## src/rtl/oag_pkg.sv

```systemverilog
// constants and types for operand address generation
// assumes one clock and core storage with a fixed-latency-free valid strobe
// Operation
// - two-bit designator picks one of three index registers; zero means no change
// - indexing adds the chosen index; character addresses sign-extend it to bit 16
// - business-data flags choose the index register instead of the designator
// - flag 1 or 3 picks index one, 2 picks index two, 0 none
// - mixed word/character forms add only the low 15 address bits
// - no-address mode takes operand directly, ignoring mode and designator bits
// - mode bit zero means the low field is the direct address
// - mode bit one on execution-address instructions fetches an address word
// - indirect fetches repeat until a fetched word has mode bit clear
// - indexing and indirection are independent steps, any combination allowed
// - each indirect step indexes, reads, then adopts address, mode, designator
// - fetched address replaces the held instruction copy only, never memory
// - instruction needing an absent optional module is trapped
// - after each instruction the next instruction fetch sequence runs
package oag_pkg;
    localparam int WORD_W   = 24;
    localparam int WADDR_W  = 15;
    localparam int CADDR_W  = 17;
    localparam int DESIG_W  = 2;
    // instruction field positions
    localparam int MODE_BIT  = 17;
    localparam int DESIG_LO  = 15;
    localparam int CMODE_BIT = 19;
    localparam int CDESIG_LO = 17;
    localparam logic [WORD_W-1:0] WORD_RST = 24'h000000;

    typedef enum logic [1:0] {
        OAG_FMT_NOADDR,
        OAG_FMT_WORD,
        OAG_FMT_CHAR,
        OAG_FMT_BDP
    } oag_fmt_t;

    typedef enum logic [2:0] {
        OAG_IDLE,
        OAG_INDEX,
        OAG_FETCH,
        OAG_WAIT,
        OAG_DONE,
        OAG_TRAP
    } oag_state_t;
endpackage : oag_pkg

```

## src/rtl/oag_adder.sv

```systemverilog
// index adder: ones-complement for words, sign-extended for characters
// purely combinational; the caller registers the result
`timescale 1ns/1ps
module oag_adder (
    // operands
    input  wire logic                          char_mode,
    input  wire logic [oag_pkg::CADDR_W-1:0]   base,
    input  wire logic [oag_pkg::WADDR_W-1:0]   index_val,
    // result
    output logic      [oag_pkg::CADDR_W-1:0]   sum
);
    import oag_pkg::*;

    function automatic logic [WADDR_W-1:0] ones_add(input logic [WADDR_W-1:0] a,
                                                    input logic [WADDR_W-1:0] b);
        logic [WADDR_W:0] raw;
        raw = {1'b0, a} + {1'b0, b};
        // end-around carry folds the overflow back in
        ones_add = raw[WADDR_W-1:0] + {{(WADDR_W-1){1'b0}}, raw[WADDR_W]};
    endfunction : ones_add

    always_comb begin
        if (char_mode)
            sum = base + {{(CADDR_W-WADDR_W){index_val[WADDR_W-1]}}, index_val};
        else
            sum = {2'b00, ones_add(base[WADDR_W-1:0], index_val)};
    end
endmodule : oag_adder

```

## src/rtl/oag_index_sel.sv

```systemverilog
// index register selection for designators and business-data flags
// assumes the three index registers are supplied by the register file
`timescale 1ns/1ps
module oag_index_sel (
    // selection
    input  wire logic                          bdp_flag_mode,
    input  wire logic [oag_pkg::DESIG_W-1:0]   sel,
    // index registers
    input  wire logic [oag_pkg::WADDR_W-1:0]   index1,
    input  wire logic [oag_pkg::WADDR_W-1:0]   index2,
    input  wire logic [oag_pkg::WADDR_W-1:0]   index3,
    // result
    output logic                               use_index,
    output logic      [oag_pkg::WADDR_W-1:0]   index_val
);
    import oag_pkg::*;
    always_comb begin
        use_index = (sel != 2'h0);
        index_val = 15'h0000;
        if (bdp_flag_mode) begin
            case (sel)
                2'h1, 2'h3: index_val = index1;
                2'h2:       index_val = index2;
                default:    index_val = 15'h0000;
            endcase
        end else begin
            case (sel)
                2'h1:    index_val = index1;
                2'h2:    index_val = index2;
                2'h3:    index_val = index3;
                default: index_val = 15'h0000;
            endcase
        end
    end
endmodule : oag_index_sel

```

## src/rtl/oag_top.sv

```systemverilog
// operand address generation: indexing, direct and multi-level indirect addressing
// assumes the sequencer holds start for one cycle and storage answers with rd_valid
`timescale 1ns/1ps
module oag_top (
    // clock and reset
    input  wire logic                          core_clk,
    input  wire logic                          rst_b,
    // instruction from the control sequence
    input  wire logic                          start,
    input  wire logic [oag_pkg::WORD_W-1:0]    instr,
    input  wire oag_pkg::oag_fmt_t             fmt,
    input  wire logic                          indirect_ok,
    input  wire logic [oag_pkg::DESIG_W-1:0]   bdp_flag,
    input  wire logic                          needs_option,
    input  wire logic                          option_present,
    input  wire logic                          instr_complete,
    // index registers
    input  wire logic [oag_pkg::WADDR_W-1:0]   index1,
    input  wire logic [oag_pkg::WADDR_W-1:0]   index2,
    input  wire logic [oag_pkg::WADDR_W-1:0]   index3,
    // core storage read port
    output logic                               rd_req,
    output logic      [oag_pkg::WADDR_W-1:0]   rd_addr,
    input  wire logic                          rd_valid,
    input  wire logic [oag_pkg::WORD_W-1:0]    rd_data,
    // results
    output logic                               busy,
    output logic                               done,
    output logic                               trap,
    output logic      [oag_pkg::CADDR_W-1:0]   operand_addr,
    output logic      [oag_pkg::WORD_W-1:0]    held_instr,
    output logic      [oag_pkg::WORD_W-1:0]    indirect_levels,
    output logic                               next_instruction_fetch_sequence
);
    import oag_pkg::*;

    oag_state_t              state;
    oag_fmt_t                cur_fmt;
    logic [CADDR_W-1:0]      addr;
    logic [DESIG_W-1:0]      desig;
    logic                    mode;
    logic                    use_index;
    logic [WADDR_W-1:0]      index_val;
    logic [CADDR_W-1:0]      sum;
    logic [DESIG_W-1:0]      sel;
    logic                    is_bdp;
    logic                    absent;
    logic                    take;

    assign is_bdp = (cur_fmt == OAG_FMT_BDP);
    assign sel    = is_bdp ? bdp_flag : desig;
    // a missing option overrides every other outcome of a start, no-address included
    assign absent = needs_option && !option_present;
    assign take   = (state == OAG_IDLE) && start;

    oag_index_sel u_sel (
        .bdp_flag_mode (is_bdp),
        .sel           (sel),
        .index1        (index1),
        .index2        (index2),
        .index3        (index3),
        .use_index     (use_index),
        .index_val     (index_val)
    );

    oag_adder u_add (
        .char_mode (cur_fmt == OAG_FMT_CHAR),
        .base      (addr),
        .index_val (index_val),
        .sum       (sum)
    );

    assign busy   = (state != OAG_IDLE);
    assign rd_req = (state == OAG_FETCH);

    // sequencing
    always_ff @(posedge core_clk or negedge rst_b) begin
        if (!rst_b) begin
            state <= OAG_IDLE;
        end else begin
            case (state)
                OAG_IDLE:
                    if (start) begin
                        if (absent)
                            state <= OAG_TRAP;
                        else if (fmt == OAG_FMT_NOADDR)
                            state <= OAG_DONE;
                        else
                            state <= OAG_INDEX;
                    end
                OAG_INDEX:
                    // indirection only on word-addressed execution-address forms
                    if (mode && cur_fmt == OAG_FMT_WORD && indirect_ok)
                        state <= OAG_FETCH;
                    else
                        state <= OAG_DONE;
                OAG_FETCH: state <= OAG_WAIT;
                OAG_WAIT:
                    if (rd_valid)
                        state <= OAG_INDEX;
                OAG_DONE, OAG_TRAP:
                    if (instr_complete)
                        state <= OAG_IDLE;
                default: state <= OAG_IDLE;
            endcase
        end
    end

    // working address, mode and designator
    always_ff @(posedge core_clk or negedge rst_b) begin
        if (!rst_b) begin
            addr    <= 17'h00000;
            desig   <= 2'h0;
            mode    <= 1'b0;
            cur_fmt <= OAG_FMT_NOADDR;
        end else if (state == OAG_IDLE && start) begin
            cur_fmt <= fmt;
            case (fmt)
                OAG_FMT_CHAR: begin
                    addr  <= instr[CADDR_W-1:0];
                    desig <= instr[CDESIG_LO +: DESIG_W];
                    mode  <= 1'b0;
                end
                OAG_FMT_NOADDR: begin
                    addr  <= instr[CADDR_W-1:0];
                    desig <= 2'h0;
                    mode  <= 1'b0;
                end
                default: begin
                    addr  <= {2'b00, instr[WADDR_W-1:0]};
                    desig <= instr[DESIG_LO +: DESIG_W];
                    mode  <= instr[MODE_BIT];
                end
            endcase
        end else if (state == OAG_INDEX) begin
            if (use_index)
                addr <= sum;
        end else if (state == OAG_WAIT && rd_valid) begin
            addr  <= {2'b00, rd_data[WADDR_W-1:0]};
            desig <= rd_data[DESIG_LO +: DESIG_W];
            mode  <= rd_data[MODE_BIT];
        end
    end

    // storage address for the indirect read
    always_ff @(posedge core_clk or negedge rst_b) begin
        if (!rst_b)
            rd_addr <= 15'h0000;
        else if (state == OAG_INDEX)
            rd_addr <= use_index ? sum[WADDR_W-1:0] : addr[WADDR_W-1:0];
    end

    // held instruction copy; memory itself is never written
    always_ff @(posedge core_clk or negedge rst_b) begin
        if (!rst_b)
            held_instr <= WORD_RST;
        else if (state == OAG_IDLE && start)
            held_instr <= instr;
        else if (state == OAG_WAIT && rd_valid)
            held_instr[MODE_BIT:0] <= rd_data[MODE_BIT:0];
    end

    // level counter shows how far the indirect chain ran
    always_ff @(posedge core_clk or negedge rst_b) begin
        if (!rst_b)
            indirect_levels <= WORD_RST;
        else if (state == OAG_IDLE && start)
            indirect_levels <= WORD_RST;
        else if (state == OAG_WAIT && rd_valid)
            indirect_levels <= indirect_levels + 24'h000001;
    end

    // result outputs
    always_ff @(posedge core_clk or negedge rst_b) begin
        if (!rst_b) begin
            done         <= 1'b0;
            trap         <= 1'b0;
            operand_addr <= 17'h00000;
            next_instruction_fetch_sequence <= 1'b0;
        end else begin
            done <= (state == OAG_INDEX) && !(mode && cur_fmt == OAG_FMT_WORD && indirect_ok);
            if (take && fmt == OAG_FMT_NOADDR && !absent)
                done <= 1'b1;
            trap <= take && absent;
            if (state == OAG_INDEX)
                operand_addr <= use_index ? sum : addr;
            else if (take && fmt == OAG_FMT_NOADDR && !absent)
                operand_addr <= instr[CADDR_W-1:0];
            next_instruction_fetch_sequence <=
                (state == OAG_DONE || state == OAG_TRAP) && instr_complete;
        end
    end
endmodule : oag_top

```

## config.mk

```make
export PLATFORM = sky130hd
export DESIGN_NAME = oag_top
export DESIGN_NICKNAME = d
export VERILOG_FILES = /design/src/rtl/oag_pkg.sv /design/src/rtl/oag_adder.sv /design/src/rtl/oag_index_sel.sv /design/src/rtl/oag_top.sv
export SDC_FILE = /design/constraint.sdc
export NUM_CORES = 1
export LEC_CHECK = 0
export BUFFER_PORTS_ARGS = -buffer_cell sky130_fd_sc_hd__buf_4
export CORE_UTILIZATION = 53
export CTS_CLUSTER_DIAMETER = 120
export DETAILED_ROUTE_END_ITERATION = 8
export PLACE_DENSITY = 0.86
export SLEW_MARGIN = 20
export SYNTH_ARGS = -nofsm -noshare
export SYNTH_HDL_FRONTEND = slang
export SYNTH_SLANG_ARGS = --single-unit
```

## constraint.sdc

```tcl
create_clock -name core_clk -period 5.9 [get_ports core_clk]
set_clock_uncertainty 0.05 [all_clocks]
set_input_delay 0.295 -clock core_clk [delete_from_list [all_inputs] [get_ports core_clk]]
set_output_delay 0.295 -clock core_clk [all_outputs]
set_load 0.02 [all_outputs]
```

# Word-level counts from Yosys, hierarchy flattened
# Cells that the tools add are included.
[classes]
n_eq_ne = 16
n_reduce_logical = 26
muxes = 33
add_sub_neg = 4
[op_table]
columns = ["operator", "count"]
rows = [
  ["$mux 17", 8],
  ["$mux 24", 2],
  ["$pmux 15 s3", 1],
  ["$mux 18", 2],
  ["$mux 15", 2],
  ["$pmux 15 s2", 1],
  ["$add 24x1->24 const B", 1],
  ["$mux 3", 6],
  ["$add 17x17->17", 1],
  ["$add 15x15->16", 1],
  ["$add 15x1->15", 1],
  ["$pmux 3 s5", 1],
  ["$eq 2x2->1 const B", 5],
  ["$logic_and 1x1->1", 10],
  ["$mux 2", 4],
  ["$ne 2x2->1 const B", 4],
  ["$eq 3x2->1 const B", 2],
  ["$eq 3x3->1 const B", 2],
  ["$reduce_bool 2->1", 3],
  ["$reduce_bool 3->1", 2],
  ["$reduce_or 2->1", 3],
  ["$mux 1", 5],
  ["$eq 2x1->1 const B", 2],
  ["$pmux 2 s2", 1],
  ["7 further kinds", 9],
]
[word_totals]
reg_bits = 108

# Depth between registers and ports, before layout
# Gate-level depths: netlist of run 1.
[depth]
depth_word = 12
ltp_mapped = 23

# By module
# From an unflattened synthesis of run 1, not the netlist that was laid out.
[hier_totals]
cells_unflattened = 707
area_unflattened_um2 = 6588.8
[by_module_without_submodules]
columns = ["mod", "seq_area_each_um2", "area_per_inst_um2", "cells_each", "instances"]
rows = [
  ["oag_top", 2702.6, 5078.6, 537, 1],
  ["oag_adder", 0.0, 1093.5, 130, 1],
  ["oag_index_sel", 0.0, 416.6, 40, 1],
]

# Least setup slack after synthesis of run 1
# Ideal clock, no wire load.
[synth_path]
path_kind = "register -> register"
from = "register cur_fmt[1]"
to = "register operand_addr[14] in the netlist's numbering"
period_less_slack_ns = 4.495
stages_incl_launch_ff = 24
t_required_ns = 5.713
setup_slack_ns = 1.405
path_buffers = 3
t_arrival_ns = 4.309
cell_sequence = "dfrtp_1 -> nand2_1 -> and2_1 -> buf_6 -> a31oi_4 -> clkbuf_1 -> a22oi_1 -> o21ai_0 -> ha_1 -> buf_4 -> nand2_2 -> nor4_2 -> nor2_1 -> o21ai_1 -> a21o_1 -> a21o_1 -> ha_1 -> ha_1 -> nand3_1 -> nor3_1 -> nand3_1 -> o31a_1 -> o311ai_1 -> o21ai_1"
[synth_between]
elab_chain_cells = 11
elab_cells_between_ends = 17
[synth_rtl]
columns = ["element", "line_no", "rtl"]
rows = [
  ["from (decl)", "oag_top.sv:38", "oag_fmt_t cur_fmt;"],
  ["from (signal assigned)", "oag_top.sv:117", "cur_fmt <= fmt;"],
  ["$eq 2x2->1", "oag_top.sv:50", "assign is_bdp = (cur_fmt == OAG_FMT_BDP);"],
  ["$mux 2", "oag_top.sv:51", "assign sel = is_bdp ? bdp_flag : desig;"],
  ["$eq 2x1->1 / $eq 2x2->1 (equally long branches)", "oag_index_sel.sv:21, oag_index_sel.sv:27", ""],
  ["$reduce_or 2->1", "oag_index_sel.sv:21", "case (sel)"],
  ["$pmux 15 s2", "oag_index_sel.sv:21", ""],
  ["$mux 15", "oag_index_sel.sv:20", "if (bdp_flag_mode) begin"],
  ["$add 15x15->16", "oag_adder.sv:17", "raw = {1'b0, a} + {1'b0, b};"],
  ["$add 15x1->15", "oag_adder.sv:19", "ones_add = raw[WADDR_W-1:0] + {{(WADDR_W-1){1'b0}}, raw[WADDR_W]};"],
  ["$mux 17", "oag_adder.sv:23", "if (char_mode)"],
  ["$mux 17 *", "oag_top.sv:186", "operand_addr <= use_index ? sum : addr;"],
  ["$mux 17 *", "oag_top.sv:185", "if (state == OAG_INDEX)"],
  ["to (signal assigned)", "oag_top.sv:186", ""],
  ["to (signal assigned)", "oag_top.sv:188", "operand_addr <= instr[CADDR_W-1:0];"],
  ["to (decl)", "oag_top.sv:30", "output logic [oag_pkg::CADDR_W-1:0] operand_addr,"],
]
# Every way passes the cells marked *; elsewhere a longest branch is shown, timed or not.
# A chain may end at the register's enable or synchronous reset.

# Worst setup path after layout of run 1
# Same ends and word-level chain as after synthesis.

==> results of run 1 <==
[worst min path at each step]
stage / start / endpoint / slack (ns) / cells after the start
floorplan: rst_b / addr[0] / -0.05 / 0
global placement: rst_b / indirect_levels[18] / 0.27 / 1
detailed placement: rst_b / indirect_levels[16] / 0.28 / 1
CTS: instr[21] / held_instr[21] / 0.08 / 3
global route: instr_complete / state[2] / 0.09 / 2
finish: instr[21] / held_instr[21] / 0.08 / 3
[power by group through the flow]
stage / clock, mW / sequential [mW] / combinational (mW)
5_1_grt: 0.627 / 1.27 / 3.99
4_1_cts: 0.602 / 1.24 / 3.59
2_1_floorplan: 0 / 1.43 / 2.45
6_report: 0.597 / 1.24 / 3.62
3_3_place_gp: 0 / 1.25 / 3.49
3_5_place_dp: 0 / 1.24 / 3.56
[repair_timing]
action	in CTS	in global routing
hold buffers	1	0
setup buffers	0	0
setup endpoints to repair	0	0
endpoints found under the hold margin	44	0
[logic make-up (layout without fill, tap and decap cells)]
| kind of cell | Yosys count | in the layout | synth area share [%] |
|---|---|---|---|
| AO/OA/AOI/OAI | 203 | 203 | 20.52 |
| XOR/XNOR | 43 | 43 | 5.938 |
| adder cells (fa/ha/maj) | 22 | 22 | 4.371 |
| buffers and inverters | 51 | 218 | 3.307 |
| flip-flops | 108 | 108 | 41.78 |
| multiplexers | 13 | 13 | 2.089 |
| AND/OR/NAND/NOR | 314 | 314 | 21.99 |
[critical path, cell delays in order (launching register included)]
cell and delay (ns):
sky130_fd_sc_hd__dfrtp_1 0.38, sky130_fd_sc_hd__nand2_1 0.10, sky130_fd_sc_hd__and2_1 0.61, sky130_fd_sc_hd__a31oi_4 0.20, sky130_fd_sc_hd__a22oi_1 0.20, sky130_fd_sc_hd__o21ai_0 0.11, sky130_fd_sc_hd__ha_1 0.45, sky130_fd_sc_hd__nand2_2 0.10
sky130_fd_sc_hd__nor4_2 0.42, sky130_fd_sc_hd__nor2_1 0.12, sky130_fd_sc_hd__o21ai_1 0.32, sky130_fd_sc_hd__a21o_1 0.17, sky130_fd_sc_hd__a21o_1 0.17, sky130_fd_sc_hd__ha_1 0.18, sky130_fd_sc_hd__ha_1 0.16, sky130_fd_sc_hd__nand3_1 0.15
sky130_fd_sc_hd__nor3_1 0.36, sky130_fd_sc_hd__nand3_1 0.23, sky130_fd_sc_hd__o31a_1 0.31, sky130_fd_sc_hd__o311ai_1 0.37, sky130_fd_sc_hd__o21ai_1 0.12
[flip-flops by register name, indices dropped and copies added, names as in the netlist]
| register | cells |
|---|---|
| cur_fmt | 2 |
| state | 3 |
| addr | 17 |
| operand_addr | 17 |
| trap | 1 |
| indirect_levels | 24 |
| rd_addr | 15 |
| next_instruction_fetch_sequence | 1 |
| held_instr | 24 |
| mode | 1 |
| desig | 2 |
| done | 1 |
[per-layer routing]
| metal | routed length (um) | up-vias | part of all wire, % | global-route usage [%] |
|---|---|---|---|---|
| li1 | - | 3006 | - | - |
| met1 | 7669 | 3030 | 43 | 37.23 |
| met2 | 8849 | 252 | 49 | 50.35 |
| met3 | 1024 | 43 | 5.7 | 4.860 |
| met4 | 474 | 0 | 2.6 | 10.04 |
| met5 | 0 | - | 0 | 0 |
[cell usage after synthesis (all sizes together), types with 8 or more instances]
cell type,count
a22oi,18
o211ai,11
a211oi,9
and2,9
and3,8
dfrtp,108
nand2,137
inv,8
a21oi,46
mux2i,12
nand3,22
nand4,9
clkbuf,34
o22ai,8
nor2,88
a21o,8
ha,21
buf,9
xor2,23
xnor2,20
o21ai,60
a31oi,18
[metrics by stage]
step	utilization [%]	setup slack, ns	total power, mW	cells	hold slack (ns)
after floorplan	-	1.405	3.886	754	-0.05059
after global placement	67.85	0.6558	4.734	1047	0.2742
after detailed placement	67.85	0.5774	4.807	1047	0.2794
after CTS	70.38	0.5575	5.427	1064	0.08075
after global routing	70.38	0.04688	5.892	1064	0.08522
final	70.38	0.4785	5.463	1064	0.08261
[cell type report]
cell class	instances	area, um2	share of cell area [%]
clock inverter	7	60.06	0.7317
timing repair buffer	194	1459	17.77
multi-input combinational	595	3552	43.28
sequential	108	2703	32.93
inverter	8	30.03	0.3659
tap	143	178.9	2.180
clock buffer	9	225.2	2.744
==> results_tabular.tex, run 1 <==
\begin{tabular}{lr}
\hline
Metric & Value \\
\hline
\multicolumn{2}{l}{\textbf{CTS}} \\
CTS root buffer & sky130\_fd\_sc\_hd\_\_clkbuf\_16 \\
Number of sinks driven by the clock tree & 108 \\
Number of CTS-inserted buffers & 9 \\
TritonCTS clock tree & built \\
Clock buffer depth & 2 \\
Post-CTS resize count & 0 \\
Clock slew at reported path FFs & about 0.080 ns \\
Clock latency reported for the late side of the worst-skew pair & 0.35 ns \\
H-tree level count & 3 \\
\multicolumn{2}{l}{\textbf{Synthesis}} \\
Area share of the leading cell type in the synthesized netlist & 41.78\% \\
Most used flip-flop cell after synthesis & sky130\_fd\_sc\_hd\_\_dfrtp\_1 \\
Post-Synthesis Net Count & 881 \\
Post-synthesis sequential area ratio & 41.78\% \\
FF+latch count, synth & around 110 \\
Synth cell types & 72 \\
Post-synthesis instance area & 6469 um2 \\
Dominant cell type by area after synthesis & sky130\_fd\_sc\_hd\_\_dfrtp\_1 \\
Post-synth ARST share & 100.0\% \\
Number of synthesized flops with an enable pin & 0 \\
Number of instances in the synthesized netlist & 754 \\
Mean instance size in the synthesized netlist & 8.579 um2 \\
Top area cells in the synthesized netlist & sky130\_fd\_sc\_hd\_\_dfrtp\_1, sky130\_fd\_sc\_hd\_\_nand2\_1, sky130\_fd\_sc\_hd\_\_nor2\_1 \\
Number of warnings printed during yosys synthesis & 0 \\
\multicolumn{2}{l}{\textbf{Route}} \\
Total vias in the final route & 6331 \\
DRT Pass-1 Iters & 5 \\
Total routed wirelength & 18020 um \\
Antenna Violating Nets Remaining & 0 \\
Average vias per placed instance & 5.950 \\
Drt initial violations & 539 \\
Final routed wire length divided by cell count & 16.93 um \\
Total DRC errors in the routed layout & 0 \\
\multicolumn{2}{l}{\textbf{Die}} \\
Die Height & $\sim$110 um \\
FP Rows & 39 \\
Count of pins on the block boundary & 190 \\
Horiz. Die Dim & 112.5 um \\
Area enclosed by the die boundary & between 10000 and 15000 um2 \\
Starting density of the core & 55.47\% \\
Core box area & 11660 um2 \\
\multicolumn{2}{l}{\textbf{Layout}} \\
Fill cells & 900 \\
Leading cell type in the layout, fill and taps excluded & sky130\_fd\_sc\_hd\_\_buf\_4 \\
Most frequent cells in the layout & sky130\_fd\_sc\_hd\_\_buf\_4, sky130\_fd\_sc\_hd\_\_nand2\_1, sky130\_fd\_sc\_hd\_\_dfrtp\_1 \\
Antenna diode count & 0 \\
Share of post-route cells with drive strength above 1 & 25.19\% \\
Layout Nets & 1043 \\
Post-Layout Inst Area & slightly above 8000 um2 \\
Area Growth Syn to Fin & 26.89\% \\
\multicolumn{2}{l}{\textbf{Run status}} \\
Status & finished clean \\
\multicolumn{2}{l}{\textbf{Timing}} \\
Setup Total Neg Slack & 0 ns \\
Final worst-path cycle share & 91.89\% \\
Minimum clock period & roughly 5.4 ns \\
Max-slew violation count & 0 \\
Hold Fails Final Rpt & 0 \\
Rel. slew slack & 26.27\% \\
Final setup violating endpoints & 0 \\
Highest clock frequency the design can meet & 0.1845 GHz \\
Setup repair after global routing missed its margin & false \\
Least-Margin Pin Slew & between 1 and 1.5 ns \\
\multicolumn{2}{l}{\textbf{Worst setup path}} \\
Setup crit end kind & flop \\
Worst Reg2Reg Path Length in Cells & 20 \\
Critical path launch point & cur\_fmt[1] \\
Required time of the critical path & 6.07 ns \\
Endpoint of the lowest-slack register-to-register path & operand\_addr[14] \\
FF-to-FF setup slack & 0.48 ns \\
Critical Path Source Type & flop \\
Crit path kind & reg2reg \\
FF-to-FF Start & cur\_fmt[1] \\
Setup crit end & operand\_addr[14] \\
Data arrival, critical path & roughly 5.6 ns \\
Crit Path Max Fanout & 17 \\
\multicolumn{2}{l}{\textbf{Placed design}} \\
HPWL after DPL & 13040 um \\
Global placer's final weighted congestion & 0.9197 \\
Total of buffers placed on input and output ports & 183 \\
Area after DPL & 7913 um2 \\
\multicolumn{2}{l}{\textbf{GRT}} \\
GR Util All Layers & roughly 30\% \\
Remaining Overflow, GRT & 0 \\
Number of antenna violations at the first check in global routing & 0 \\
First-pass GRT wire length & 29390 um \\
Number of global-route vias before repair & 6101 \\
Largest net degree at the start of global routing & 65 \\
\multicolumn{2}{l}{\textbf{Job}} \\
Max cap viols & 0 \\
\multicolumn{2}{l}{\textbf{Power and ir drop}} \\
Combinational share of power & between 60\% and 70\% \\
IR Drop Worst-Case VDD & 397.7 uV \\
Clock share of power & 10.9\% \\
Part of the power in registers & between 20\% and 30\% \\
Cell-internal power & between 2 and 3 mW \\
Leakage dissipation & between 3 and 4 nW \\
Pwr per Cell Area & 665.5 nW/um2 \\
Sw power & approximately 2.7 mW \\
Switching power as a share of total power & 49.06\% \\
\multicolumn{2}{l}{\textbf{Worst hold path}} \\
Class of the worst hold path & in2reg \\
\hline
\end{tabular}
No activity file was read; power rests on OpenSTA's default activity.
==> inputs of run 2 (changes only) <==
CORE_ASPECT_RATIO = 1.25   (was unset)
CORE_UTILIZATION = 57   (was 53)
PLACE_DENSITY = 0.91   (was 0.86)
clock period = 6.35 ns   (was 5.9 ns; I/O delays follow)
==> run 2 against run 1 <==
  * Combinational power down 7.5%
  * Sequential power down 6%
  * Die area down 6.9%
  * Critical path type unchanged
  * Final cell count down 1.1%
==> results_tabular.tex, run 2 (synthesized netlist as in run 1, its figures left out) <==
\begin{tabular}{lr}
\hline
Metric & Value \\
\hline
\multicolumn{2}{l}{\textbf{Run status}} \\
Status & finished clean \\
\multicolumn{2}{l}{\textbf{Worst setup path}} \\
Data arrival, critical path & 5.80 ns (+0.21 ns) \\
Worst Reg2Reg Path Length in Cells & 20 (unchanged) \\
Biggest cell delay along the critical path & 0.55 ns (-0.06 ns) \\
Required time of the critical path & 6.51 ns (+0.44 ns) \\
Gate family responsible for the most delay along the worst path & compound AO/OA/AOI/OAI gates \\
Combined buffer and inverter count along the critical path & 0 (unchanged) \\
Crit Path Max Fanout & 17 (unchanged) \\
Endpoint of the lowest-slack register-to-register path & operand\_addr[14] \\
Setup crit end kind & flop \\
Library cell contributing the largest single delay on the critical path & sky130\_fd\_sc\_hd\_\_dfrtp\_1 \\
Critical Path Source Type & flop \\
Cell seen most often among critical-path stages & sky130\_fd\_sc\_hd\_\_ha\_1 \\
Series of cell instances along the critical path & nand2\_1 -> and2\_1 -> a31oi\_4 -> a22oi\_1 -> o21ai\_0 -> ha\_1 -> nand2\_2 -> nor4\_2 -> nor2\_1 -> o21ai\_1 -> a21o\_1 -> a21o\_1 -> ha\_1 -> ha\_1 -> nand3\_1 -> nor3\_1 -> nand3\_1 -> o31a\_1 -> o311ai\_1 -> o21ai\_1 \\
FF-to-FF Start & cur\_fmt[0] \\
FF-to-FF setup slack & 0.71 ns (+0.23 ns) \\
Crit path kind & reg2reg \\
\multicolumn{2}{l}{\textbf{Power and ir drop}} \\
Leakage dissipation & 3.980 nW (+0.34\%) \\
IR Drop Worst-Case VDD & 403.1 uV (+1.4\%) \\
Pwr per Cell Area & 626.9 nW/um2 (-5.8\%) \\
\multicolumn{2}{l}{\textbf{Timing}} \\
Rel. slew slack & 30.32\% (+4.1 points) \\
Highest clock frequency the design can meet & 0.1773 GHz (-3.9\%) \\
Hold Fails Final Rpt & 0 (unchanged) \\
Setup WS post-layout & 0.7093 ns (+0.2307 ns) \\
Max-slew violation count & 0 (unchanged) \\
Post-Route Hold Slack & 0.1095 ns (+0.02692 ns) \\
Final worst-path cycle share & 88.83\% (-3.1 points) \\
Setup repair after global routing missed its margin & false \\
Minimum clock period & 5.641 ns (+0.2193 ns) \\
Least-Margin Pin Slew & 1.042 ns (-0.06068 ns) \\
Final setup violating endpoints & 0 (unchanged) \\
Setup Total Neg Slack & 0 ns (unchanged) \\
\multicolumn{2}{l}{\textbf{Route}} \\
Antenna Violating Nets Remaining & 0 (unchanged) \\
Total routed wirelength & 18210 um (+1.1\%) \\
Final routed wire length divided by cell count & 17.31 um (+2.2\%) \\
DRT Pass-1 Iters & 5 (unchanged) \\
Average vias per placed instance & 6.061 (+1.9\%) \\
Total DRC errors in the routed layout & 0 (unchanged) \\
Total vias in the final route & 6376 (+0.71\%) \\
Drt initial violations & 488 (-9.5\%) \\
\multicolumn{2}{l}{\textbf{Layout}} \\
Fill cells & 819 (-9.0\%) \\
FF/Latch Area & 2703 um2 (unchanged) \\
Registers with the highest flip-flop counts & held\_instr x24, indirect\_levels x24 \\
Area Growth Syn to Fin & 27.18\% \\
Most frequent cells in the layout & sky130\_fd\_sc\_hd\_\_buf\_4, sky130\_fd\_sc\_hd\_\_nand2\_1, sky130\_fd\_sc\_hd\_\_dfrtp\_1 \\
Area of the multi-input gates & 3552 um2 (unchanged) \\
Leading cell type in the layout, fill and taps excluded & sky130\_fd\_sc\_hd\_\_buf\_4 \\
Share of post-route cells with drive strength above 1 & 24.86\% (-0.33 points) \\
Layout Nets & 1039 (-0.38\%) \\
Antenna diode count & 0 (unchanged) \\
Post-layout utilization of the core & 74.23\% (+3.8 points) \\
\multicolumn{2}{l}{\textbf{Placed design}} \\
Total of buffers placed on input and output ports & 183 (unchanged) \\
Worst slack at placement & 0.9220 ns (+0.3445 ns) \\
HPWL after DPL & 13080 um (+0.35\%) \\
Global placer's final weighted congestion & 0.9373 (+1.9\%) \\
\multicolumn{2}{l}{\textbf{Die}} \\
Die Height & 121.1 um (+7.7\%) \\
Starting density of the core & 58.37\% (+2.9 points) \\
Area enclosed by the die boundary & 11780 um2 (-6.9\%) \\
FP Rows & 43 (+10\%) \\
Core box area & 11080 um2 (-5.0\%) \\
Count of pins on the block boundary & 190 (unchanged) \\
Horiz. Die Dim & 97.29 um (-14\%) \\
\multicolumn{2}{l}{\textbf{GRT}} \\
First-pass GRT wire length & 29040 um (-1.2\%) \\
Number of antenna violations at the first check in global routing & 0 (unchanged) \\
GR Util All Layers & 30.66\% (+1.5 points) \\
Remaining Overflow, GRT & 0 (unchanged) \\
Largest net degree at the start of global routing & 70 (+7.7\%) \\
Number of global-route vias before repair & 5935 (-2.7\%) \\
\multicolumn{2}{l}{\textbf{Job}} \\
Max cap viols & 0 (unchanged) \\
\multicolumn{2}{l}{\textbf{CTS}} \\
Clock latency reported for the late side of the worst-skew pair & 0.35 ns (about the same) \\
Number of sinks driven by the clock tree & 108 (unchanged) \\
Number of CTS-inserted buffers & 9 (unchanged) \\
CTS root buffer & sky130\_fd\_sc\_hd\_\_clkbuf\_16 \\
Post-CTS resize count & 0 (unchanged) \\
H-tree level count & 3 (unchanged) \\
Clock slew at reported path FFs & 0.07 ns (about the same) \\
TritonCTS clock tree & built \\
Clock buffer depth & 2 (unchanged) \\
\multicolumn{2}{l}{\textbf{Worst hold path}} \\
Hold Path Stages & 3 (unchanged) \\
Worst Hold Launch & instr[22] \\
Min-Delay Endpoint & held\_instr[22] \\
Class of the worst hold path & in2reg \\
\hline
\end{tabular}
run 2: timing repair:
item	4_1_cts	5_1_grt
buffers inserted	0	0
endpoints found under the hold margin	39	0
hold buffers	1	0
run 2: metrics by stage:
| stage | std cells | power [mW] | instance area, um2 |
|---|---|---|---|
| 2_1_floorplan | 754 | 3.611 | 6469 |
| 3_5_place_dp | 1035 | 4.472 | 7873 |
| 3_3_place_gp | 1035 | 4.369 | 7873 |
| 6_report | 1052 | 5.157 | 8227 |
| 5_1_grt | 1052 | 5.512 | 8227 |
| 4_1_cts | 1052 | 5.133 | 8227 |
run 2: worst max-delay path by stage:
| stage | slack (ns) | from | end | cells past startpoint |
|---|---|---|---|---|
| after floorplan | 1.85 | cur_fmt[1] | operand_addr[14] | 23 |
| after global placement | 0.96 | cur_fmt[1] | operand_addr[14] | 20 |
| after detailed placement | 0.92 | cur_fmt[1] | operand_addr[14] | 20 |
| after CTS | 0.80 | cur_fmt[1] | operand_addr[14] | 20 |
| after global routing | 0.34 | cur_fmt[1] | operand_addr[14] | 20 |
| final | 0.71 | cur_fmt[0] | operand_addr[14] | 20 |
run 2: power by group:
| part | switching [mW] | internal [mW] |
|---|---|---|
| Clock | 0.254 | 0.381 |
| Combinational | 2.01 | 1.34 |
| Sequential | 0.217 | 0.957 |
run 2: layout make-up:
type / count / share of cell area, %
flip-flops and latches: 108 / 32.85
inverters: 8 / 0.3650
well taps: 135 / 2.053
repair buffers: 190 / 17.37
clock inverters: 4 / 0.9430
multi-input cells: 595 / 43.18
clock buffers: 12 / 3.240
run 2: layer usage:
layer | GRT usage [%] | vias up | wire [um]
met4 | 11.95 | 0 | 549
met2 | 52.55 | 330 | 8979
met3 | 4.147 | 39 | 1472
met1 | 39.52 | 3024 | 7208
met5 | 0 | - | 0
li1 | - | 2983 | -
run 2: worst reg2reg max path: cells and delay by family (launching register included):
family          cells  cell delay (ns)
compound gates      9             2.37
simple gates        8             1.85
fa+ha+maj           3             0.68
flops               1             0.55
